--- src/exc_log_pkg.sv ---
// constants shared by the error and functional exception logger
package exc_log_pkg;

  localparam int ADDR_W = 8;
  localparam int NUM_ERR = 16;
  localparam int NUM_FUNC = 8;
  localparam int NUM_CLASS = 4;

  // register byte offsets
  localparam logic [7:0] OFF_ERR_STATUS = 8'h00;
  localparam logic [7:0] OFF_ERR_CLEAR = 8'h04;
  localparam logic [7:0] OFF_ERR_ENABLE = 8'h08;
  localparam logic [7:0] OFF_ERR_IRQ_EN = 8'h0c;
  localparam logic [7:0] OFF_ERR_MC0_EN = 8'h10;
  localparam logic [7:0] OFF_ERR_MC1_EN = 8'h14;
  localparam logic [7:0] OFF_CPU_ADDR = 8'h18;
  localparam logic [7:0] OFF_CPU_ATTR = 8'h1c;
  localparam logic [7:0] OFF_PCI_ADDR = 8'h20;
  localparam logic [7:0] OFF_PCI_ATTR = 8'h24;
  localparam logic [7:0] OFF_SB_SYND = 8'h28;
  localparam logic [7:0] OFF_SB_ADDR = 8'h2c;
  localparam logic [7:0] OFF_MB_SYND = 8'h30;
  localparam logic [7:0] OFF_MB_ADDR = 8'h34;
  localparam logic [7:0] OFF_FUNC_STATUS = 8'h38;
  localparam logic [7:0] OFF_FUNC_CLEAR = 8'h3c;
  localparam logic [7:0] OFF_FUNC_ENABLE = 8'h40;
  localparam logic [7:0] OFF_FUNC_MASK = 8'h44;
  localparam logic [7:0] OFF_DOORBELL = 8'h48;

  // error status bit positions
  localparam int ERR_CPU_TIMEOUT = 0;
  localparam int ERR_CPU_APAR = 1;
  localparam int ERR_CPU_DPAR = 2;
  localparam int ERR_CPU_DT_TIMEOUT = 3;
  localparam int ERR_SB = 4;
  localparam int ERR_SB_COUNT = 5;
  localparam int ERR_MB_CPU = 6;
  localparam int ERR_MB_SCRUB = 7;
  localparam int ERR_PCI_MABORT = 8;
  localparam int ERR_PCI_TABORT = 9;
  localparam int ERR_PCI_APAR = 10;
  localparam int ERR_PCI_DPAR = 11;
  localparam int ERR_PCI_SERR = 12;
  localparam int ERR_PCI_PERR = 13;
  localparam int ERR_PCI_DT_TIMEOUT = 14;
  localparam int ERR_PCI_RETRY = 15;
  // overflow flags sit above the error bits in status and clear
  localparam int OVF_LSB = 16;

  // logging classes: cpu, single-bit, multi-bit, pci
  localparam int CLS_CPU = 0;
  localparam int CLS_SB = 1;
  localparam int CLS_MB = 2;
  localparam int CLS_PCI = 3;
  localparam logic [15:0] CLASS_MASK [NUM_CLASS] =
    '{16'h000f, 16'h0030, 16'h00c0, 16'hff00};
  // pci errors that capture address and attributes (not serr/perr)
  localparam logic [15:0] PCI_CAPTURE_MASK = 16'hcf00;

  // functional status bit positions
  localparam int FN_DMA = 0;
  localparam int FN_DOORBELL = 1;
  localparam int FN_MSG0 = 2;
  localparam int FN_MSG1 = 3;
  localparam int FN_INBOUND_POST = 4;
  localparam int FN_UART0 = 5;
  localparam int FN_UART1 = 6;
  localparam int FN_ABORT = 7;
  localparam logic [7:0] FN_EDGE_MASK = 8'h8d;

  // values after reset
  localparam logic [15:0] ERR_ENABLE_RST = 16'h0000;
  localparam logic [15:0] ERR_ROUTE_RST = 16'h0000;
  localparam logic [7:0] FUNC_ENABLE_RST = 8'h00;
  localparam logic [7:0] FUNC_MASK_RST = 8'hff;

endpackage

--- src/error_exception_logger.sv ---
// error and functional exception logger with capture registers
////////////////////////////////////////////////////////////////////////////
// Notes on behaviour
// - cpu bus or delayed-transaction timeout sets status, captures cpu info
// - cpu address or data parity error sets status, captures cpu info
// - corrected single-bit error sets status, captures syndrome and address
// - single-bit counter overflow sets its own status, no new capture
// - multi-bit: scrub captures syndrome and address, cpu access address
// - pci master or target abort sets status, captures pci info
// - pci address or data parity error sets status, captures pci info
// - serr or perr sets own status, captures nothing
// - pci delayed-transaction timeout sets status, captures pci info
// - pci retry limit exceeded sets status, captures pci info
// - dma completion sets functional status, cleared by functional clear
// - any doorbell bit set raises doorbell status, doorbell reg clears
// - message 0 or 1 write sets its own status, functional clear clears
// - inbound post status is a level: head differs from tail
// - each uart status follows its pending interrupt level
// - abort switch press sets abort status, functional clear clears
// - cpu error logs only when enabled and no cpu status set
// - further cpu error sets cpu overflow, capture frozen until both clear
// - pci class logs like cpu class with its own overflow and freeze
// - single-bit error while one pending sets overflow, suspends logging
// - multi-bit error while one pending sets overflow, suspends logging
// - captured info holds until the logged status is cleared
// - errors ored onto one interrupt, functional onto another
// - per-error interrupt and two machine-check enables
// - disabled status reads zero; write one clears a set status
// - functional interrupt only for set status with mask clear
//
// Design decisions made here: the address-and-strobe port and the placing of the registers.
module error_exception_logger #(
  parameter int ADDR_WIDTH = 32,
  parameter int ATTR_WIDTH = 32,
  parameter int SYND_WIDTH = 8,
  parameter int DOORBELL_WIDTH = 16,
  parameter int POST_PTR_WIDTH = 16
) (
  input wire logic i_clk,
  input wire logic i_srst,
  input wire logic [exc_log_pkg::ADDR_W-1:0] i_addr,
  input wire logic [31:0] i_wdata,
  input wire logic i_wr,
  input wire logic i_rd,
  output logic [31:0] o_rdata,
  input wire logic [11:0] i_err_src,
  input wire logic i_pci_dt_timeout,
  input wire logic i_pci_retry_limit_err,
  input wire logic i_serr_n,
  input wire logic i_perr_n,
  input wire logic [ADDR_WIDTH-1:0] i_cpu_addr,
  input wire logic [ATTR_WIDTH-1:0] i_cpu_attr,
  input wire logic [ADDR_WIDTH-1:0] i_pci_addr,
  input wire logic [ATTR_WIDTH-1:0] i_pci_attr,
  input wire logic [SYND_WIDTH-1:0] i_sb_syndrome,
  input wire logic [ADDR_WIDTH-1:0] i_sb_addr,
  input wire logic [SYND_WIDTH-1:0] i_mb_syndrome,
  input wire logic [ADDR_WIDTH-1:0] i_mb_addr,
  input wire logic i_dma_done,
  input wire logic [DOORBELL_WIDTH-1:0] i_doorbell_set,
  input wire logic i_msg0_write,
  input wire logic i_msg1_write,
  input wire logic [POST_PTR_WIDTH-1:0] i_inbound_post_head,
  input wire logic [POST_PTR_WIDTH-1:0] i_inbound_post_tail,
  input wire logic [1:0] i_uart_irq,
  input wire logic i_abort_switch_in_n,
  output logic o_err_irq,
  output logic o_func_irq,
  output logic o_mcheck0,
  output logic o_mcheck1
);

  localparam int NE = exc_log_pkg::NUM_ERR;
  localparam int NF = exc_log_pkg::NUM_FUNC;
  localparam int NC = exc_log_pkg::NUM_CLASS;

  logic [2:0] pin_meta;
  logic [2:0] pin_sync;
  logic [2:0] pin_prev;
  logic [NE-1:0] src_prev;
  logic [NE-1:0] src_now;
  logic [NE-1:0] err_evt;
  logic [NE-1:0] err_status;
  logic [NE-1:0] err_enable;
  logic [NE-1:0] err_irq_en;
  logic [NE-1:0] err_mc0_en;
  logic [NE-1:0] err_mc1_en;
  logic [NE-1:0] err_visible;
  logic [NE-1:0] next_log;
  logic [NC-1:0] ovf;
  logic [NC-1:0] ovf_set;
  logic [ADDR_WIDTH-1:0] cpu_err_address_capture;
  logic [ATTR_WIDTH-1:0] cpu_err_attribute_capture;
  logic [ADDR_WIDTH-1:0] pci_err_address_capture;
  logic [ATTR_WIDTH-1:0] pci_err_attribute_capture;
  logic [SYND_WIDTH-1:0] single_bit_syndrome_capture;
  logic [ADDR_WIDTH-1:0] single_bit_address_capture;
  logic [SYND_WIDTH-1:0] multi_bit_syndrome_capture;
  logic [ADDR_WIDTH-1:0] multi_bit_address_capture;
  logic [NF-1:0] func_sticky;
  logic [NF-1:0] func_enable;
  logic [NF-1:0] func_mask;
  logic [NF-1:0] func_raw;
  logic [NF-1:0] func_visible;
  logic [NF-1:0] fsrc_prev;
  logic [NF-1:0] fsrc_now;
  logic [NF-1:0] func_evt;
  logic [DOORBELL_WIDTH-1:0] doorbell_reg;
  logic wr_err_clear;
  logic wr_func_clear;
  logic wr_doorbell;
  logic [NE-1:0] err_clr;
  logic [NC-1:0] ovf_clr;
  logic [NF-1:0] func_clr;
  logic [31:0] next_rdata;

  ////////////////////////////////////////////////////////////////////////////
  // pin synchronisers; only the second stage feeds edge detection
  always_ff @(posedge i_clk) begin
    if (i_srst) begin
      pin_meta <= 3'h7;
      pin_sync <= 3'h7;
      pin_prev <= 3'h7;
    end else begin
      pin_meta <= {i_abort_switch_in_n, i_perr_n, i_serr_n};
      pin_sync <= pin_meta;
      pin_prev <= pin_sync;
    end
  end

  ////////////////////////////////////////////////////////////////////////////
  // error sources: edges of detector levels
  assign src_now = {i_pci_retry_limit_err, i_pci_dt_timeout,
                    ~pin_sync[1], ~pin_sync[0], i_err_src};
  assign err_evt = src_now & ~src_prev & err_enable;

  always_ff @(posedge i_clk) begin
    if (i_srst) begin
      src_prev <= '0;
    end else begin
      src_prev <= src_now;
    end
  end

  assign wr_err_clear = i_wr && (i_addr == exc_log_pkg::OFF_ERR_CLEAR);
  assign wr_func_clear = i_wr && (i_addr == exc_log_pkg::OFF_FUNC_CLEAR);
  assign wr_doorbell = i_wr && (i_addr == exc_log_pkg::OFF_DOORBELL);
  assign err_clr = wr_err_clear ? i_wdata[NE-1:0] : '0;
  assign ovf_clr = wr_err_clear ?
                   i_wdata[exc_log_pkg::OVF_LSB +: NC] : '0;
  assign func_clr = wr_func_clear ? i_wdata[NF-1:0] : '0;

  // a class logs only while it has no status and no overflow pending
  always_comb begin
    next_log = '0;
    ovf_set = '0;
    for (int c = 0; c < NC; c++) begin
      if ((|(err_status & exc_log_pkg::CLASS_MASK[c])) || ovf[c]) begin
        ovf_set[c] = |(err_evt & exc_log_pkg::CLASS_MASK[c]);
      end else begin
        next_log = next_log | (err_evt & exc_log_pkg::CLASS_MASK[c]);
      end
    end
  end

  // hardware set wins over a clear written in the same cycle
  always_ff @(posedge i_clk) begin
    if (i_srst) begin
      err_status <= '0;
      ovf <= '0;
    end else begin
      err_status <= (err_status & ~err_clr) | next_log;
      ovf <= (ovf & ~ovf_clr) | ovf_set;
    end
  end

  ////////////////////////////////////////////////////////////////////////////
  // capture registers load only when a new first error is logged
  always_ff @(posedge i_clk) begin
    if (i_srst) begin
      cpu_err_address_capture <= '0;
      cpu_err_attribute_capture <= '0;
    end else if (|(next_log & exc_log_pkg::CLASS_MASK[exc_log_pkg::CLS_CPU])) begin
      cpu_err_address_capture <= i_cpu_addr;
      cpu_err_attribute_capture <= i_cpu_attr;
    end
  end

  always_ff @(posedge i_clk) begin
    if (i_srst) begin
      pci_err_address_capture <= '0;
      pci_err_attribute_capture <= '0;
    end else if (|(next_log & exc_log_pkg::PCI_CAPTURE_MASK)) begin
      // serr and perr are outside this mask and leave the capture stale
      pci_err_address_capture <= i_pci_addr;
      pci_err_attribute_capture <= i_pci_attr;
    end
  end

  always_ff @(posedge i_clk) begin
    if (i_srst) begin
      single_bit_syndrome_capture <= '0;
      single_bit_address_capture <= '0;
    end else if (next_log[exc_log_pkg::ERR_SB]) begin
      // a count overflow alone reports through the held syndrome
      single_bit_syndrome_capture <= i_sb_syndrome;
      single_bit_address_capture <= i_sb_addr;
    end
  end

  always_ff @(posedge i_clk) begin
    if (i_srst) begin
      multi_bit_syndrome_capture <= '0;
      multi_bit_address_capture <= '0;
    end else begin
      if (|(next_log & exc_log_pkg::CLASS_MASK[exc_log_pkg::CLS_MB])) begin
        multi_bit_address_capture <= i_mb_addr;
      end
      if (next_log[exc_log_pkg::ERR_MB_SCRUB]) begin
        multi_bit_syndrome_capture <= i_mb_syndrome;
      end
    end
  end

  ////////////////////////////////////////////////////////////////////////////
  // functional exceptions
  assign fsrc_now = {~pin_sync[2], 1'b0, 1'b0, 1'b0, i_msg1_write,
                     i_msg0_write, |i_doorbell_set, i_dma_done};
  assign func_evt = fsrc_now & ~fsrc_prev & func_enable &
                    exc_log_pkg::FN_EDGE_MASK;

  always_ff @(posedge i_clk) begin
    if (i_srst) begin
      fsrc_prev <= '0;
    end else begin
      // one-cycle history, so a press gives exactly one event
      fsrc_prev <= fsrc_now;
    end
  end

  always_ff @(posedge i_clk) begin
    if (i_srst) begin
      func_sticky <= '0;
    end else begin
      func_sticky <= (func_sticky & ~(func_clr & exc_log_pkg::FN_EDGE_MASK))
                     | func_evt;
    end
  end

  // doorbell bits: hardware set wins; software writes ones to clear them
  always_ff @(posedge i_clk) begin
    if (i_srst) begin
      doorbell_reg <= '0;
    end else if (wr_doorbell) begin
      doorbell_reg <= (doorbell_reg & ~i_wdata[DOORBELL_WIDTH-1:0])
                      | i_doorbell_set;
    end else begin
      doorbell_reg <= doorbell_reg | i_doorbell_set;
    end
  end

  always_comb begin
    func_raw = func_sticky;
    func_raw[exc_log_pkg::FN_DOORBELL] = |doorbell_reg;
    func_raw[exc_log_pkg::FN_INBOUND_POST] =
      (i_inbound_post_head != i_inbound_post_tail);
    func_raw[exc_log_pkg::FN_UART0] = i_uart_irq[0];
    func_raw[exc_log_pkg::FN_UART1] = i_uart_irq[1];
  end

  ////////////////////////////////////////////////////////////////////////////
  // outputs: disabled exceptions read zero and raise nothing
  assign err_visible = err_status & err_enable;
  assign func_visible = func_raw & func_enable;
  assign o_err_irq = |(err_visible & err_irq_en);
  assign o_mcheck0 = |(err_visible & err_mc0_en);
  assign o_mcheck1 = |(err_visible & err_mc1_en);
  assign o_func_irq = |(func_visible & ~func_mask);

  ////////////////////////////////////////////////////////////////////////////
  // register write port
  always_ff @(posedge i_clk) begin
    if (i_srst) begin
      err_enable <= exc_log_pkg::ERR_ENABLE_RST;
      err_irq_en <= exc_log_pkg::ERR_ROUTE_RST;
      err_mc0_en <= exc_log_pkg::ERR_ROUTE_RST;
      err_mc1_en <= exc_log_pkg::ERR_ROUTE_RST;
      func_enable <= exc_log_pkg::FUNC_ENABLE_RST;
      func_mask <= exc_log_pkg::FUNC_MASK_RST;
    end else if (i_wr) begin
      case (i_addr)
        exc_log_pkg::OFF_ERR_ENABLE: err_enable <= i_wdata[NE-1:0];
        exc_log_pkg::OFF_ERR_IRQ_EN: err_irq_en <= i_wdata[NE-1:0];
        exc_log_pkg::OFF_ERR_MC0_EN: err_mc0_en <= i_wdata[NE-1:0];
        exc_log_pkg::OFF_ERR_MC1_EN: err_mc1_en <= i_wdata[NE-1:0];
        exc_log_pkg::OFF_FUNC_ENABLE: func_enable <= i_wdata[NF-1:0];
        exc_log_pkg::OFF_FUNC_MASK: func_mask <= i_wdata[NF-1:0];
        default: ;
      endcase
    end
  end

  ////////////////////////////////////////////////////////////////////////////
  // register read port, data one cycle after the strobe; unmapped reads 0
  always_comb begin
    next_rdata = '0;
    case (i_addr)
      exc_log_pkg::OFF_ERR_STATUS:
        next_rdata = {{(32-exc_log_pkg::OVF_LSB-NC){1'b0}}, ovf, err_visible};
      exc_log_pkg::OFF_ERR_ENABLE: next_rdata[NE-1:0] = err_enable;
      exc_log_pkg::OFF_ERR_IRQ_EN: next_rdata[NE-1:0] = err_irq_en;
      exc_log_pkg::OFF_ERR_MC0_EN: next_rdata[NE-1:0] = err_mc0_en;
      exc_log_pkg::OFF_ERR_MC1_EN: next_rdata[NE-1:0] = err_mc1_en;
      exc_log_pkg::OFF_CPU_ADDR:
        next_rdata[ADDR_WIDTH-1:0] = cpu_err_address_capture;
      exc_log_pkg::OFF_CPU_ATTR:
        next_rdata[ATTR_WIDTH-1:0] = cpu_err_attribute_capture;
      exc_log_pkg::OFF_PCI_ADDR:
        next_rdata[ADDR_WIDTH-1:0] = pci_err_address_capture;
      exc_log_pkg::OFF_PCI_ATTR:
        next_rdata[ATTR_WIDTH-1:0] = pci_err_attribute_capture;
      exc_log_pkg::OFF_SB_SYND:
        next_rdata[SYND_WIDTH-1:0] = single_bit_syndrome_capture;
      exc_log_pkg::OFF_SB_ADDR:
        next_rdata[ADDR_WIDTH-1:0] = single_bit_address_capture;
      exc_log_pkg::OFF_MB_SYND:
        next_rdata[SYND_WIDTH-1:0] = multi_bit_syndrome_capture;
      exc_log_pkg::OFF_MB_ADDR:
        next_rdata[ADDR_WIDTH-1:0] = multi_bit_address_capture;
      exc_log_pkg::OFF_FUNC_STATUS: next_rdata[NF-1:0] = func_visible;
      exc_log_pkg::OFF_FUNC_ENABLE: next_rdata[NF-1:0] = func_enable;
      exc_log_pkg::OFF_FUNC_MASK: next_rdata[NF-1:0] = func_mask;
      exc_log_pkg::OFF_DOORBELL:
        next_rdata[DOORBELL_WIDTH-1:0] = doorbell_reg;
      default: next_rdata = '0;
    endcase
  end

  always_ff @(posedge i_clk) begin
    if (i_srst) begin
      o_rdata <= '0;
    end else if (i_rd) begin
      o_rdata <= next_rdata;
    end else begin
      o_rdata <= '0;
    end
  end

  ////////////////////////////////////////////////////////////////////////////
  // checks
  chk_cpu_first_log: assert property (@(posedge i_clk) disable iff (i_srst)
    (err_evt[0] && !(|err_status[3:0]) && !ovf[0])
    |=> err_status[0] && cpu_err_address_capture == $past(i_cpu_addr))
    else $error("cpu timeout not logged with its address");

  chk_cpu_overflow_set: assert property (@(posedge i_clk) disable iff (i_srst)
    ((|err_evt[3:0]) && (|err_status[3:0])) |=> ovf[0])
    else $error("cpu overflow flag not set");

  chk_cpu_capture_hold: assert property (@(posedge i_clk) disable iff (i_srst)
    ((|err_status[3:0]) && !wr_err_clear)[*2]
    |-> $stable(cpu_err_address_capture))
    else $error("cpu capture changed while an error is held");

  chk_sb_capture: assert property (@(posedge i_clk) disable iff (i_srst)
    (err_evt[4] && !(|err_status[5:4]) && !ovf[1])
    |=> single_bit_syndrome_capture == $past(i_sb_syndrome))
    else $error("single-bit syndrome not captured");

  chk_mb_proc_syndrome: assert property (@(posedge i_clk) disable iff (i_srst)
    (next_log[6] && !next_log[7]) |=> $stable(multi_bit_syndrome_capture))
    else $error("cpu multi-bit error changed the syndrome");

  chk_pci_serr_nocap: assert property (@(posedge i_clk) disable iff (i_srst)
    (next_log[12] && !(|(next_log & 16'hcf00)))
    |=> $stable(pci_err_address_capture))
    else $error("serr altered the pci capture");

  chk_mb_overflow_hold: assert property (@(posedge i_clk) disable iff (i_srst)
    (ovf[2] && !ovf_clr[2]) |=> ovf[2] && !(|next_log[7:6]) [*1])
    else $error("multi-bit overflow lost without a clear");

  chk_status_clear: assert property (@(posedge i_clk) disable iff (i_srst)
    (err_clr[9] && !next_log[9]) |=> !err_status[9])
    else $error("write one did not clear status");

  chk_post_level: assert property (@(posedge i_clk) disable iff (i_srst)
    func_enable[4] |-> func_visible[4] ==
      (i_inbound_post_head != i_inbound_post_tail))
    else $error("inbound post status does not follow pointers");

  chk_abort_edge: assert property (@(posedge i_clk) disable iff (i_srst)
    (pin_prev[2] && !pin_sync[2] && func_enable[7]) |=> func_sticky[7])
    else $error("abort press not recorded");

  chk_func_irq_mask: assert property (@(posedge i_clk) disable iff (i_srst)
    (&func_mask) |-> !o_func_irq)
    else $error("functional interrupt while all masked");

endmodule

--- config.mk ---
export PLATFORM = sky130hd
export DESIGN_NAME = error_exception_logger
export DESIGN_NICKNAME = d
export VERILOG_FILES = /design/src/exc_log_pkg.sv /design/src/error_exception_logger.sv
export SDC_FILE = /design/constraint.sdc
export NUM_CORES = 1
export LEC_CHECK = 0
export BUFFER_PORTS_ARGS = -buffer_cell sky130_fd_sc_hd__buf_2
export CORE_MARGIN = 3
export CORE_UTILIZATION = 25
export DETAILED_ROUTE_END_ITERATION = 8
export HOLD_SLACK_MARGIN = 0.03
export SKIP_CTS_REPAIR_TIMING = 1
export SLEW_MARGIN = 25
export SYNTH_ARGS = -nofsm -noshare
export SYNTH_HDL_FRONTEND = slang
export SYNTH_SLANG_ARGS = --single-unit
--- constraint.sdc ---
create_clock -name i_clk -period 3.7 [get_ports i_clk]
set_input_delay 0 -clock i_clk [delete_from_list [all_inputs] [get_ports i_clk]]
set_output_delay 0 -clock i_clk [all_outputs]
set_load 0.02 [all_outputs]
==> results.sh <==
export IMPL_combPwrFrac=0.082
export IMPL_htreeDepth=2
export IMPL_cts_sinks=386
export IMPL_drc=0
export IMPL_max_freq_mhz=319.3
export IMPL_avgRoutedWirePerCell_um=22.53
export IMPL_die_h_um=263.5
export IMPL_track_usage=0.2119
export IMPL_worstMarginPinSlew_ns=1.088
export IMPL_met3_usage=0.05121
export IMPL_period_needed_ns=3.132
export IMPL_cts_buffers=43
export IMPL_initial_core_util=0.2549
export IMPL_syn_area_um2=16580
export IMPL_synthFlopType="dfxtp_1"
export IMPL_ioPinCount=358
export IMPL_swShare=0.2304
export IMPL_grt_most_used_layer="met2"
export IMPL_p_switching_mw=2.195
export IMPL_viasPerCell=5.156
export IMPL_final_nets=2995
export IMPL_cts_tree="built"
export IMPL_rsz0062_at_grt="no"
export IMPL_core_area_um2=65050
export IMPL_use_met1=0.2842
export IMPL_synth_edf_count=0
export IMPL_p_seq_frac=0.442
export IMPL_ant_nets=0
export IMPL_clk_latency_ns=0.57
export IMPL_crit_path_max_fanout=27
export IMPL_drtIter0Drc=2185
export IMPL_maxSlewHeadroom=0.2682
export IMPL_synth_seq_cells=386
export IMPL_numPortBuffers=345
export IMPL_yosysTopAreaCell="dfxtp_1"
export IMPL_clockPowerShare=0.476
export IMPL_synth_distinct_cells=72
export IMPL_final_cell_mix="652 x nand2_1, 386 x dfxtp_1, 344 x buf_2"
export IMPL_cp_required_ns=4.16
export IMPL_finalMaxSlewViolations=0
export IMPL_cts_root_buf="clkbuf_16"
export IMPL_grt_max_degree=136
export IMPL_wirelength_um=80510
export IMPL_fin_crit_sh=0.8465
export IMPL_clockBufferDepth=3
export IMPL_power_internal_mw=7.330
export IMPL_grt_antenna_before_repair=14
export IMPL_seq_area_frac_synth=0.4660
export IMPL_grt_pass1_wl_um=110400
export IMPL_grt_pass1_vias=16140
export IMPL_fin_skew_ns=0.02009
export IMPL_yosysTopAreaCellShare=0.4660
export IMPL_drt_pass1_iter_count=6
export IMPL_setup_worst_path_end_class="flip-flop"
export IMPL_hpwl_um=56350
export IMPL_use_met2=0.3323
export IMPL_path_clk_slew_ns=0.06
export IMPL_p_leak_nw=8.510
export IMPL_status="completed"
export IMPL_yosys_top_cells_area="dfxtp_1 47%, nand2_1 15%, a21oi_1 9.8%"
export IMPL_finalHoldViolations=0
export IMPL_arrival_ns=3.59
export IMPL_yosys_warnings=0
export IMPL_synth_nets=2425
export IMPL_vias=18430
export IMPL_timing_hold_ws_ns=0.01616
export IMPL_area_delta_synth_final_pct=42.22
export IMPL_synth_avg_cell_area_um2=7.885
export IMPL_place_gp_congestion=0.9748
export IMPL_maxCapViolCount=0
export IMPL_crit_type="in2reg"
export IMPL_die_x_um=263.5
export IMPL_async_flop_share=0
export IMPL_grt_overflow=0
export IMPL_std_cell_rows=93
export IMPL_postSynthCellCount=2103
export IMPL_power_density_nw_per_um2=403.9
export IMPL_critPathLaunchType="input pin"
export IMPL_drive_above_1_share=0.1851
export IMPL_final_setup_viol_count=0
export IMPL_final_common_cell="nand2_1"
export IMPL_holdCritPathClass="in2reg"
export IMPL_dieArea_um2=69460
export IMPL_irDropWorstVdd_v=0.0002621
export IMPL_tns_ns=0
layout make-up:
| type | count | area, µm² |
|---|---|---|
| Antenna cell | 13 | 32.53 |
| Clock buffer | 65 | 1281 |
| Clock inverter | 13 | 200.2 |
| Fill cell | 6697 | 41460 |
| Inverter | 5 | 18.77 |
| Multi-Input combinational cell | 1545 | 8127 |
| Sequential cell | 386 | 7727 |
| Tap cell | 855 | 1070 |
| Timing Repair Buffer | 692 | 5127 |
layer usage:
metal,wire length [µm],vias up,share of wire
met5,13,-,0.00016
met4,3146,2,0.039
met3,7848,207,0.097
met2,36380,1029,0.45
met1,33120,8741,0.41
li1,-,8447,-
critical path, cell delays in order:
cell           delay [ns]
buf_2                0.51
nor4b_2              0.36
buf_4                0.37
and3_1               0.80
nand2_1              0.12
a21oi_1              0.18
dlygate4sd3_1        0.59
nor2_1               0.04
dlygate4sd3_1        0.58
logic make-up (layout without fill, tap and decap cells):
kind of cell	count (synthesis)	in the layout	synth area share
AO/OA/AOI/OAI	541	541	0.1967
XOR/XNOR	16	16	0.008451
buffers and inverters	172	775	0.04905
flip-flops	386	386	0.4660
multiplexers	43	43	0.02739
other	0	13	0
AND/OR/NAND/NOR	945	945	0.2524
cell usage after synthesis, types with 4 or more instances:
master / count
a32oi_1: 14
buf_2: 47
or3_1: 5
inv_1: 5
or4_1: 6
a31oi_1: 28
nand2_1: 654
nor4_1: 13
buf_4: 14
a22oi_1: 70
nand3b_1: 25
o22ai_1: 15
nor3b_1: 5
mux2_2: 9
o2bb2ai_1: 5
xor2_1: 16
mux2i_1: 33
dfxtp_1: 386
and3_1: 10
clkbuf_1: 94
nand4_1: 17
nand3_1: 58
a21oi_1: 324
o22a_1: 5
or2_2: 7
nor3_1: 9
a211oi_1: 4
nor2_1: 74
a22o_1: 19
nor2b_1: 28
or4b_1: 4
o21ai_0: 20
a2111oi_0: 4
nand4b_1: 5
buf_6: 7
a222oi_1: 9
stage by stage:
| stage | worst slack [ns] | std cells | util | cell area (µm²) | power (mW) |
|---|---|---|---|---|---|
| after floorplan | 1.851 | 2103 | - | 16580 | 4.489 |
| after CTS | 0.9809 | 3262 | 0.3161 | 20560 | 9.305 |
| after global placement | 1.094 | 3184 | 0.2933 | 19080 | 4.802 |
| final | 0.5681 | 3574 | 0.3626 | 23580 | 9.525 |
| after global routing | 0.4891 | 3569 | 0.3624 | 23570 | 9.810 |
| after detailed placement | 1.043 | 3184 | 0.2933 | 19080 | 4.801 |
worst paths after layout:
kind | to | startpoint | slack [ns] | depth (start not counted)
max | doorbell_reg[12]$_SDFF_PP0_ | i_addr[6] | 0.57 | 9
min | o_rdata[28]$_SDFF_PP0_ | i_addr[0] | 0.02 | 4
max reg2reg | pci_err_address_capture[26]$_SDFFE_PP0P_ | err_status[11]$_SDFF_PP0_ | 0.96 | 7
min reg2reg | pin_sync[0]$_SDFF_PP1_ | pin_meta[0]$_SDFF_PP1_ | 0.41 | 1
power groups by stage:
stage	clock, mW	combinational [mW]	sequential (mW)
finish	4.53	0.782	4.21
global route	4.77	0.829	4.21
CTS	4.59	0.502	4.21
detailed placement	0	0.501	4.30
global placement	0	0.501	4.30
floorplan	0	0.200	4.29
Note: power is estimated with default switching activity, not from simulation.
